`src/verilog/tbp_pkg.sv`:
```
// Package for the timer based PWM output block: register map, fields, resets.
// Assumes a 32-bit APB bus with word-aligned registers.
package tbp_pkg;
    localparam logic [7:0] TBP_OFS_CTRL1 = 8'h00;
    localparam logic [7:0] TBP_OFS_CTRL2 = 8'h04;
    localparam logic [7:0] TBP_OFS_DUTY_LOW1 = 8'h08;
    localparam logic [7:0] TBP_OFS_DUTY_LOW2 = 8'h0c;
    localparam logic [7:0] TBP_OFS_SHADOW1 = 8'h10;
    localparam logic [7:0] TBP_OFS_SHADOW2 = 8'h14;
    localparam logic [7:0] TBP_OFS_PERIOD = 8'h18;
    localparam logic [7:0] TBP_OFS_TCTRL = 8'h1c;
    localparam logic [7:0] TBP_OFS_TCOUNT = 8'h20;
    localparam logic [7:0] TBP_OFS_DIR = 8'h24;
    localparam logic [7:0] TBP_OFS_PORT = 8'h28;
    localparam logic [7:0] TBP_OFS_IRQ_STAT = 8'h2c;
    localparam logic [7:0] TBP_OFS_IRQ_EN = 8'h30;
    localparam logic [7:0] TBP_OFS_IRQ_CLR = 8'h34;
    localparam logic [7:0] TBP_OFS_SLEEP = 8'h38;
    localparam logic [7:0] TBP_RST_CTRL = 8'h00;
    localparam logic [7:0] TBP_RST_PERIOD = 8'hff;
    localparam logic [7:0] TBP_RST_TCTRL = 8'h00;
    localparam logic [7:0] TBP_RST_TCOUNT = 8'h00;
    localparam logic [1:0] TBP_RST_DIR = 2'h3;
    localparam int TBP_CTRL_MODE_LSB = 0;
    localparam int TBP_CTRL_DLB_LSB = 4;
    localparam int TBP_TCTRL_PS_LSB = 0;
    localparam int TBP_TCTRL_RUN = 2;
    localparam logic [3:0] TBP_MODE_PWM = 4'hc;
    localparam logic [1:0] TBP_PS_DIV1 = 2'h0;
    localparam logic [1:0] TBP_PS_DIV4 = 2'h1;
    localparam int TBP_IRQ_MATCH = 0;
    localparam int TBP_IRQ_PWM1 = 1;
    localparam int TBP_IRQ_PWM2 = 2;
    localparam int TBP_IRQ_W = 3;
endpackage : tbp_pkg

```
`src/verilog/tbp_regfile.sv`:
```
// Small register memory holding the two duty words; read data is registered.
// Assumes one write and one read port on the core clock.
`timescale 1ns/100ps
module tbp_regfile #(
    parameter int WIDTH = 8,
    parameter int DEPTH = 2
) (
    input wire logic i_core_clk,
    input wire logic i_ce,
    input wire logic i_we,
    input wire logic [$clog2(DEPTH)-1:0] i_waddr,
    input wire logic [WIDTH-1:0] i_wdata,
    input wire logic [$clog2(DEPTH)-1:0] i_raddr,
    output logic [WIDTH-1:0] o_rdata
);
    logic [WIDTH-1:0] mem_ff [DEPTH];

    initial begin
        if (DEPTH < 2) $error("tbp_regfile depth below 2");
    end

    always_ff @(posedge i_core_clk) begin
        if (i_ce && i_we) begin
            mem_ff[i_waddr] <= i_wdata;
        end
    end

    always_ff @(posedge i_core_clk) begin
        if (i_ce) begin
            o_rdata <= mem_ff[i_raddr];
        end
    end
endmodule : tbp_regfile

```
`src/verilog/tbp_pwm.sv`:
```
// Two-channel PWM generator driven by a shared 8-bit period timer, APB slave.
// Assumes one core clock; i_sleep freezes the engine, i_ce freezes everything.
//
// Chosen here: the APB slave port and the placing of the registers.
`timescale 1ns/100ps
module tbp_pwm
    import tbp_pkg::*;
#(
    parameter int CHANNELS = 2
) (
    input wire logic i_core_clk,
    input wire logic i_rstn,
    input wire logic i_ce,
    input wire logic i_psel,
    input wire logic i_penable,
    input wire logic i_pwrite,
    input wire logic [7:0] i_paddr,
    input wire logic [31:0] i_pwdata,
    input wire logic [3:0] i_pstrb,
    output logic [31:0] o_prdata,
    output logic o_pready,
    output logic o_pslverr,
    input wire logic i_sleep,
    output logic [1:0] o_pin_out,
    output logic [1:0] o_pin_oe,
    output logic o_irq
);
    initial begin
        if (CHANNELS != 2) $error("tbp_pwm supports exactly two channels");
    end

    ////////////////////////////////////////////////////////////////////////////////
    // Registers.
    logic [7:0] ctrl_ff [2];
    logic [7:0] duty_low_ff [2];
    logic [7:0] shadow_ff [2];
    logic [1:0] latch_ff [2];
    logic [7:0] period_ff;
    logic [7:0] tctrl_ff;
    logic [7:0] tcount_ff;
    logic [5:0] presc_ff;
    logic [1:0] dir_ff;
    logic [1:0] port_ff;
    logic [TBP_IRQ_W-1:0] irq_stat_ff;
    logic [TBP_IRQ_W-1:0] irq_en_ff;
    logic [1:0] pwm_lvl_ff;
    logic [31:0] prdata_ff;
    logic pready_ff;
    logic pslverr_ff;

    function automatic logic is_pwm(input logic [7:0] ctrl);
        is_pwm = (ctrl[TBP_CTRL_MODE_LSB+:4] & TBP_MODE_PWM) == TBP_MODE_PWM;
    endfunction : is_pwm

    function automatic logic [9:0] duty_word(input logic [7:0] hi, input logic [1:0] lo);
        duty_word = {hi, lo};
    endfunction : duty_word

    ////////////////////////////////////////////////////////////////////////////////
    // APB decode. Access phase takes two cycles, as pready is registered.
    logic apb_acc;
    logic apb_wr;
    logic run_eng;
    assign apb_acc = i_psel && i_penable && !pready_ff;
    assign apb_wr = apb_acc && i_pwrite && i_pstrb[0];
    assign run_eng = i_ce && !i_sleep;

    logic known;
    always_comb begin
        known = 1'b1;
        if (i_paddr == TBP_OFS_CTRL1) known = 1'b1;
        else if (i_paddr == TBP_OFS_CTRL2) known = 1'b1;
        else if (i_paddr == TBP_OFS_DUTY_LOW1) known = 1'b1;
        else if (i_paddr == TBP_OFS_DUTY_LOW2) known = 1'b1;
        else if (i_paddr == TBP_OFS_SHADOW1) known = 1'b1;
        else if (i_paddr == TBP_OFS_SHADOW2) known = 1'b1;
        else if (i_paddr == TBP_OFS_PERIOD) known = 1'b1;
        else if (i_paddr == TBP_OFS_TCTRL) known = 1'b1;
        else if (i_paddr == TBP_OFS_TCOUNT) known = 1'b1;
        else if (i_paddr == TBP_OFS_DIR) known = 1'b1;
        else if (i_paddr == TBP_OFS_PORT) known = 1'b1;
        else if (i_paddr == TBP_OFS_IRQ_STAT) known = 1'b1;
        else if (i_paddr == TBP_OFS_IRQ_EN) known = 1'b1;
        else if (i_paddr == TBP_OFS_IRQ_CLR) known = 1'b1;
        else if (i_paddr == TBP_OFS_SLEEP) known = 1'b1;
        else known = 1'b0;
    end

    ////////////////////////////////////////////////////////////////////////////////
    // Time base.
    logic [1:0] low_bits;
    logic tick;
    logic period_end;
    always_comb begin
        if (tctrl_ff[TBP_TCTRL_PS_LSB+:2] == TBP_PS_DIV1) begin
            low_bits = presc_ff[1:0];
            tick = presc_ff[1:0] == 2'h3;
        end else if (tctrl_ff[TBP_TCTRL_PS_LSB+:2] == TBP_PS_DIV4) begin
            low_bits = presc_ff[3:2];
            tick = presc_ff[3:0] == 4'hf;
        end else begin
            low_bits = presc_ff[5:4];
            tick = presc_ff == 6'h3f;
        end
    end
    logic [9:0] time_base;
    assign time_base = {tcount_ff, low_bits};
    assign period_end = tick && (tcount_ff == period_ff);

    logic timer_on;
    assign timer_on = tctrl_ff[TBP_TCTRL_RUN];

    always_ff @(posedge i_core_clk) begin
        if (!i_rstn) begin
            presc_ff <= 6'h00;
        end else if (run_eng && timer_on) begin
            presc_ff <= presc_ff + 6'h01;
        end
    end

    always_ff @(posedge i_core_clk) begin
        if (!i_rstn) begin
            tcount_ff <= TBP_RST_TCOUNT;
        end else if (i_ce) begin
            if (apb_wr && i_paddr == TBP_OFS_TCOUNT) begin
                tcount_ff <= i_pwdata[7:0];
            end else if (run_eng && timer_on && tick) begin
                tcount_ff <= period_end ? 8'h00 : tcount_ff + 8'h01;
            end
        end
    end

    ////////////////////////////////////////////////////////////////////////////////
    // Per-channel control, duty buffering and output level.
    for (genvar c = 0; c < 2; c++) begin : g_ch
        logic [7:0] ofs_ctrl;
        logic [7:0] ofs_low;
        logic [7:0] ofs_sh;
        assign ofs_ctrl = c == 0 ? TBP_OFS_CTRL1 : TBP_OFS_CTRL2;
        assign ofs_low = c == 0 ? TBP_OFS_DUTY_LOW1 : TBP_OFS_DUTY_LOW2;
        assign ofs_sh = c == 0 ? TBP_OFS_SHADOW1 : TBP_OFS_SHADOW2;

        always_ff @(posedge i_core_clk) begin
            if (!i_rstn) begin
                ctrl_ff[c] <= TBP_RST_CTRL;
            end else if (i_ce && apb_wr && i_paddr == ofs_ctrl) begin
                ctrl_ff[c] <= {2'b00, i_pwdata[5:0]};
            end
        end

        always_ff @(posedge i_core_clk) begin
            if (!i_rstn) begin
                duty_low_ff[c] <= 8'h00;
            end else if (i_ce && apb_wr && i_paddr == ofs_low) begin
                duty_low_ff[c] <= i_pwdata[7:0];
            end
        end

        always_ff @(posedge i_core_clk) begin
            if (!i_rstn) begin
                shadow_ff[c] <= 8'h00;
                latch_ff[c] <= 2'h0;
            end else if (i_ce) begin
                if (run_eng && timer_on && period_end && is_pwm(ctrl_ff[c])) begin
                    shadow_ff[c] <= duty_low_ff[c];
                    latch_ff[c] <= ctrl_ff[c][TBP_CTRL_DLB_LSB+:2];
                end else if (apb_wr && i_paddr == ofs_sh && !is_pwm(ctrl_ff[c])) begin
                    shadow_ff[c] <= i_pwdata[7:0];
                end
            end
        end

        logic [9:0] next_duty;
        logic duty_hit;
        assign next_duty = duty_word(duty_low_ff[c], ctrl_ff[c][TBP_CTRL_DLB_LSB+:2]);
        // The pin must already be low while the time base equals the duty, or every
        // pulse would be one clock too long.
        assign duty_hit = time_base == duty_word(shadow_ff[c], latch_ff[c]);

        always_ff @(posedge i_core_clk) begin
            if (!i_rstn) begin
                pwm_lvl_ff[c] <= 1'b0;
            end else if (run_eng && timer_on && is_pwm(ctrl_ff[c])) begin
                if (period_end) begin
                    pwm_lvl_ff[c] <= next_duty != 10'h000;
                end else if (duty_hit) begin
                    pwm_lvl_ff[c] <= 1'b0;
                end
            end
        end

        always_ff @(posedge i_core_clk) begin
            if (!i_rstn) begin
                o_pin_out[c] <= 1'b0;
                o_pin_oe[c] <= 1'b0;
            end else if (i_ce) begin
                o_pin_out[c] <= is_pwm(ctrl_ff[c]) ? pwm_lvl_ff[c] && !duty_hit : port_ff[c];
                o_pin_oe[c] <= !dir_ff[c];
            end
        end
    end

    ////////////////////////////////////////////////////////////////////////////////
    // Timer, pin direction and port registers.
    always_ff @(posedge i_core_clk) begin
        if (!i_rstn) begin
            period_ff <= TBP_RST_PERIOD;
            tctrl_ff <= TBP_RST_TCTRL;
            dir_ff <= TBP_RST_DIR;
            port_ff <= 2'h0;
        end else if (i_ce && apb_wr) begin
            if (i_paddr == TBP_OFS_PERIOD) period_ff <= i_pwdata[7:0];
            else if (i_paddr == TBP_OFS_TCTRL) tctrl_ff <= {1'b0, i_pwdata[6:0]};
            else if (i_paddr == TBP_OFS_DIR) dir_ff <= i_pwdata[1:0];
            else if (i_paddr == TBP_OFS_PORT) port_ff <= i_pwdata[1:0];
        end
    end

    ////////////////////////////////////////////////////////////////////////////////
    // Interrupts: set wins over clear.
    logic [TBP_IRQ_W-1:0] irq_set;
    logic [TBP_IRQ_W-1:0] irq_clr;
    assign irq_set = (run_eng && timer_on && period_end) ? 3'h7 : 3'h0;
    assign irq_clr = (apb_wr && i_paddr == TBP_OFS_IRQ_CLR) ? i_pwdata[2:0] : 3'h0;

    always_ff @(posedge i_core_clk) begin
        if (!i_rstn) begin
            irq_stat_ff <= 3'h0;
            irq_en_ff <= 3'h0;
            o_irq <= 1'b0;
        end else if (i_ce) begin
            irq_stat_ff <= (irq_stat_ff & ~irq_clr) | irq_set;
            if (apb_wr && i_paddr == TBP_OFS_IRQ_EN) irq_en_ff <= i_pwdata[2:0];
            o_irq <= |(irq_stat_ff & irq_en_ff);
        end
    end

    ////////////////////////////////////////////////////////////////////////////////
    // APB read path.
    // The duty words are mirrored in a small memory for read back; its read data
    // is loaded during the setup cycle, so it is ready at the access edge.
    logic rf_we;
    logic rf_waddr;
    logic rf_raddr;
    logic [7:0] rf_rdata;
    assign rf_we = apb_wr && (i_paddr == TBP_OFS_DUTY_LOW1 || i_paddr == TBP_OFS_DUTY_LOW2);
    assign rf_waddr = i_paddr == TBP_OFS_DUTY_LOW2;
    assign rf_raddr = i_paddr == TBP_OFS_DUTY_LOW2;

    tbp_regfile #(
        .WIDTH(8),
        .DEPTH(2)
    ) u_duty_mirror (
        .i_core_clk(i_core_clk),
        .i_ce(i_ce),
        .i_we(rf_we),
        .i_waddr(rf_waddr),
        .i_wdata(i_pwdata[7:0]),
        .i_raddr(rf_raddr),
        .o_rdata(rf_rdata)
    );

    logic [31:0] rd_mux;
    always_comb begin
        rd_mux = 32'h0000_0000;
        if (i_paddr == TBP_OFS_CTRL1) rd_mux = {24'h0, ctrl_ff[0]};
        else if (i_paddr == TBP_OFS_CTRL2) rd_mux = {24'h0, ctrl_ff[1]};
        else if (i_paddr == TBP_OFS_DUTY_LOW1) rd_mux = {24'h0, rf_rdata};
        else if (i_paddr == TBP_OFS_DUTY_LOW2) rd_mux = {24'h0, rf_rdata};
        else if (i_paddr == TBP_OFS_SHADOW1) rd_mux = {24'h0, shadow_ff[0]};
        else if (i_paddr == TBP_OFS_SHADOW2) rd_mux = {24'h0, shadow_ff[1]};
        else if (i_paddr == TBP_OFS_PERIOD) rd_mux = {24'h0, period_ff};
        else if (i_paddr == TBP_OFS_TCTRL) rd_mux = {24'h0, tctrl_ff};
        else if (i_paddr == TBP_OFS_TCOUNT) rd_mux = {24'h0, tcount_ff};
        else if (i_paddr == TBP_OFS_DIR) rd_mux = {30'h0, dir_ff};
        else if (i_paddr == TBP_OFS_PORT) rd_mux = {30'h0, pwm_lvl_ff};
        else if (i_paddr == TBP_OFS_IRQ_STAT) rd_mux = {29'h0, irq_stat_ff};
        else if (i_paddr == TBP_OFS_IRQ_EN) rd_mux = {29'h0, irq_en_ff};
        else if (i_paddr == TBP_OFS_SLEEP) rd_mux = {31'h0, i_sleep};
    end

    always_ff @(posedge i_core_clk) begin
        if (!i_rstn) begin
            pready_ff <= 1'b0;
            pslverr_ff <= 1'b0;
            prdata_ff <= 32'h0000_0000;
        end else if (i_ce) begin
            pready_ff <= apb_acc;
            pslverr_ff <= apb_acc && !known;
            if (apb_acc && !i_pwrite) prdata_ff <= rd_mux;
        end
    end

    assign o_pready = pready_ff;
    assign o_pslverr = pslverr_ff;
    assign o_prdata = prdata_ff;
endmodule : tbp_pwm

```
`config.mk`:
```
export PLATFORM = sky130hd
export DESIGN_NAME = tbp_pwm
export DESIGN_NICKNAME = d
export VERILOG_FILES = /design/src/verilog/tbp_pkg.sv /design/src/verilog/tbp_regfile.sv /design/src/verilog/tbp_pwm.sv
export SDC_FILE = /design/constraint.sdc
export NUM_CORES = 1
export LEC_CHECK = 0
export BUFFER_PORTS_ARGS = -buffer_cell sky130_fd_sc_hd__buf_2
export CAP_MARGIN = 30
export CELL_PAD_IN_SITES_DETAIL_PLACEMENT = 0
export CELL_PAD_IN_SITES_GLOBAL_PLACEMENT = 1
export CORE_UTILIZATION = 47
export CTS_BUF_LIST = sky130_fd_sc_hd__clkbuf_4
export DETAILED_ROUTE_END_ITERATION = 7
export PLACE_DENSITY = 0.78
export SLEW_MARGIN = 10
export SYNTH_ARGS = -nofsm -noshare
export SYNTH_HDL_FRONTEND = slang
export SYNTH_SLANG_ARGS = --single-unit
export TNS_END_PERCENT = 30
```
`constraint.sdc`:
```
create_clock -name i_core_clk -period 3.12 [get_ports i_core_clk]
set_clock_uncertainty 0.1 [all_clocks]
set_input_delay 0.156 -clock i_core_clk [delete_from_list [all_inputs] [get_ports i_core_clk]]
set_output_delay 0.156 -clock i_core_clk [all_outputs]
set_load 0.03 [all_outputs]
```
* Yosys cells after proc, flatten, opt, wreduce, memory -nomap -nowiden *
Memories as Yosys holds them, arrays and structs flattened. A register that Yosys moved wholly into a read port is not among the register bits.
Index checks and enable logic that the tools add are counted.

operators by class
  bitwise operators = 17
  add/subtract/negate cells = 2
  reduce and logical (&&, ||, !) cells = 59
  muxes and demuxes = 87
  equal/unequal tests = 23

operator list
  operator                                       count
  two-way mux 8 bit                              18
  two-way mux 1 bit                              57
  == test 8 x 6 -> 1 bit, second input constant  7
  == test 8 x 5 -> 1 bit, second input constant  4
  logical AND 1 bit                              31
  == test 10 bit                                 2
  nonzero test 10 bit                            2
  two-way mux 3 bit                              6
  == test 8 x 4 -> 1 bit, second input constant  2
  two-way mux 6 bit                              2
  AND reduction 2 bit                            6
  logical NOT 1 bit                              10
  bitwise OR 1 bit                               10
  adder 8 x 1 -> 8 bit, second input constant    1
  == test 8 x 3 -> 1 bit, second input constant  1
  == test 8 bit                                  1
  logical NOT 8 bit                              1
  two-way mux 2 bit                              4
  adder 6 x 1 -> 6 bit, second input constant    1
  bitwise AND 3 bit                              2
  == test 2 bit, second input constant           3
  == test 6 bit, second input constant           1
  nonzero test 2 bit                             3
  AND reduction 5 bit                            1
  10 further kinds                               12

word-level totals
  register bits after elaboration = 80
  memories kept = 5
  memory bits (writable) = 64
  input bits = 51

memory list
  memory                depth  bits a word  rd ports  clocked after memory_dff  write ports  RTL line           text
  duty_low_ff           2      8            2         0                         2            tbp_pwm.sv:35      logic [7:0] duty_low_ff [2];
  shadow_ff             2      8            2         0                         2            tbp_pwm.sv:36      logic [7:0] shadow_ff [2];
  u_duty_mirror.mem_ff  2      8            1         1                         1            tbp_regfile.sv:16  logic [WIDTH-1:0] mem_ff [DEPTH];
  ctrl_ff               2      6            2         0                         2            tbp_pwm.sv:34      logic [7:0] ctrl_ff [2];
  latch_ff              2      2            2         0                         2            tbp_pwm.sv:37      logic [1:0] latch_ff [2];

* Logic depth before layout (Yosys ltp) *
  depth in word-level cells = 18
  gate-level depth with buffers = 8
  gate-level depth less buffers = 6

* Hierarchy *
Synthesis repeated with hierarchy kept, for this count alone.

unflattened totals
  cell total of the unflattened synthesis = 646
  area, all modules = 6779.0 um^2

modules (own cells, without submodules)
  module       cells an instance  area each (um^2)  instances  seq. area each (um^2)
  tbp_pwm      611                5911.9            1          2562.5
  tbp_regfile  35                 867.1             1          720.7

* Worst setup path before layout *
OpenSTA, ideal clock, no wires.

  path kind = reg2reg
  start = reg pready_ff, in the netlist o_pready
  end = mem duty_low_ff[0][0] (enable)
  period minus slack after synthesis = 2.304 ns
  slack = 0.816 ns
  required time = 2.636 ns
  data arrival time = 1.820 ns
  cell stages (with the launch flop) = 5
  cell sequence = dfxtp_1 -> nand4b_1 -> nor2_1 -> nand3_1 -> o21ai_0

RTL lines
  element                 RTL line        text
  from (decl)             tbp_pwm.sv:48   logic pready_ff;
  from (signal assigned)  tbp_pwm.sv:288  pready_ff <= apb_acc;
  to (decl)               tbp_pwm.sv:35

==> flow_summary.ini <==
[critical_path]
slowest_delay_ps = 570
rr_endpoint = shadow_ff[1][4]
rrSetupSlack_ps = 200
crit_buf_inv = 3
r2r-start = o_pready
cp_top_family = simple AND/OR/NAND/NOR gates
crit_path_end_kind = flip-flop
cp.arrival_ps = 3050
path_cells = nand4b_1 -> dlygate4sd3_1 -> buf_4 -> nor2_1 -> buf_4 -> nand2_1 -> nor3_4 -> or2_1
path_depth = 8
cp-start-kind = flip-flop
path_class = reg2reg
r2r_cells = 8
crit_required_ps = 3250
critPathMostFrequentCell = buf_4
critPathSlowestCell = dlygate4sd3_1
path_max_fanout = 9

[synth]
syn_inst = 650
ys.flop_type = edfxtp_1
postSynth.asyncResetShare_pct = 0
avgSynthCellArea_um2 = 10.5
synth_top_area_share_pct = 31.7
yosysTopAreaCell = edfxtp_1
ys_seq_elements = 128
synthTopCellsByArea = edfxtp_1 32%, dfxtp_1 16%, mux2i_1 5.1%
seq_area_frac_synth_pct = 48.2
yosysUniqueCellTypes = 75
yosys_warnings = 0
syn_area_um2 = 6810
synth_edf_count = 72

[grt]
grt_max_degree = 34
grt_pass1_vias = 5241
grt_pass1_wl_um = 29700
antenna_found_initial = 0
grt_overflow = 0
grt_usage_pct = 27.3

[sta]
worst_slew_pin_slew_ps = 771
setup_viol = 0
hold_viol = 0
fin_crit_sh_pct = 93.6
slew_viol_final = 0
rsz0062_at_grt = false
fin_setup_tns_ps = 0
fin_crit_ps = 2920
slew_headroom_pct = 48.1
max_freq_mhz = 342

[die]
die_h_um = 122
die_w_um = 122
row_count = 43
die_area_um2 = 15000
io_pins = 90
core_um2 = 14000
start_util_pct = 48.7

[drt]
drt_pass1_iterations = 5
vias = 5440
drt-total-wl_um = 19300
drc_errors = 0
wl_per_cell_um = 21.6
viasPerCell = 6.09
drtAntennaViolNets = 0
dr.first_iter.drc_count = 538

[worst_hold_path]
hold_end = o_pslverr
worstHoldStart = i_paddr[5]
whs_path_depth = 5
hold_path.class = in2reg

[cells_and_area]
fill_cells = 1257
final_cell_mix = 72 x edfxtp_1, 58 x nand2_1, 56 x dfxtp_1
syn_to_final_growth_pct = 10.3
layout_commonest_cell = edfxtp_1
diodes = 0
drive_above_1_share_pct = 15.7
final_nets = 753

[clocking]
cts_max_level = 4
cts_buffer_depth = 2
hold_buffers = 16
cts_buffers = 17
post_cts_resized = 0
worstSkewPairLatency_ps = 550
clock_sinks = 128
post-cts-setup-buffers = 0
cts_tree = built
ctsRootBufferMaster = clkbuf_4
path_clk_slew_ps = 130

[placement]
gp_congestion = 0.906
portBuffers = 38
hpwl_um = 13900

[power_and_ir_drop]
finalPower_mw = 3.25
peakVddDrop_uv = 293
leakage_nw = 2.94
powerDensity_nw_per_um2 = 433

[job]
drv_cap = 0

[outcome]
status = finished clean
## metal layers
metal	vias to the layer above	routed length, µm	GRT usage (%)
li1	2465	-	-
met5	-	0	0
met4	0	753	14.9
met2	278	8890	42.9
met1	2650	8290	35.8
met3	47	1350	4.74
## power breakdown
| group | internal (mW) | switching [mW] | total (mW) |
|---|---|---|---|
| clock network | 0.484 | 0.672 | 1.16 |
| logic | 0.0736 | 0.198 | 0.271 |
| registers | 1.80 | 0.0219 | 1.83 |
## sequential cells by signal (all words and copies together), names as in the netlist, 8 cells and up
signal                 cells
ctrl_ff                   12
duty_low_ff               16
o_prdata                   8
period_ff                  8
shadow_ff                 16
tcount_ff                  8
u_duty_mirror.mem_ff      16
u_duty_mirror.o_rdata      8
## synthesized netlist by cell type (4+ instances only)
cell type	n
nor4_2	4
buf_2	21
o21ai_0	21
clkbuf_1	16
and4_1	4
a22o_1	17
buf_4	26
nor4_1	8
edfxtp_1	72
or4_1	5
o2111ai_1	6
o31ai_1	6
a22oi_1	4
a21oi_1	26
nor3_1	6
nor2b_1	5
buf_6	4
xor2_1	25
nand2_1	58
a211o_1	5
dfxtp_1	56
and3_1	9
mux2_1	8
nor2_1	43
a311oi_1	5
inv_1	6
a32o_1	4
mux2i_1	35
xnor2_1	7
nand2b_1	4
o41ai_1	6
nand4_1	4
and2_1	39
o211ai_1	4
nand3_1	18
## worst reg2reg max path, cell delays in order (launching register included)
cell           delay, ps
dfxtp_1              350
nand4b_1             160
dlygate4sd3_1        570
buf_4                160
nor2_1                90
buf_4                170
nand2_1              190
nor3_4               440
or2_1                370
## stage by stage
step	std cells	util, %	instance area (µm²)	setup slack [ps]	hold slack [ps]
after floorplan	673	-	6900	816	155
after global placement	845	50.5	7070	490	343
after detailed placement	845	50.5	7070	365	353
after CTS	893	53.7	7510	193	5.00
after global routing	893	53.7	7510	63.2	72.7
final	893	53.7	7510	199	58.3
## worst max path at each step
| stage | from | slack, ps | end |
|---|---|---|---|
| floorplan | o_pready | 820 | duty_low_ff[0][0] |
| global placement | tcount_ff[0] | 490 | shadow_ff[1][4] |
| detailed placement | presc_ff[0] | 370 | shadow_ff[1][4] |
| CTS | o_pready | 190 | shadow_ff[1][4] |
| global route | o_pready | 60 | shadow_ff[1][3] |
| finish | o_pready | 200 | shadow_ff[1][4] |
## cells by family (layout without fill, tap and decap cells)
family / count (synthesis) / after routing / share of synthesized area, %
other: 1 / 24 / 0.0551
multiplexers: 46 / 46 / 6.96
AO/OA/AOI/OAI: 134 / 134 / 14.3
flip-flops: 128 / 128 / 48.2
XOR/XNOR: 32 / 32 / 4.11
buffers and inverters: 74 / 114 / 6.34
adder cells (fa/ha/maj): 2 / 2 / 0.367
AND/OR/NAND/NOR: 233 / 233 / 19.6
## cell type report
| type | count | area (µm²) | share of cell area (%) |
|---|---|---|---|
| sequential | 128 | 3280 | 43.7 |
| multi-input combinational | 471 | 3180 | 42.4 |
| timing repair buffer | 75 | 508 | 6.76 |
| tap | 180 | 225 | 3.00 |
| clock inverter | 15 | 158 | 2.10 |
| clock buffer | 17 | 128 | 1.70 |
| inverter | 7 | 26.3 | 0.350 |
Power figures use the tool's default switching activity.
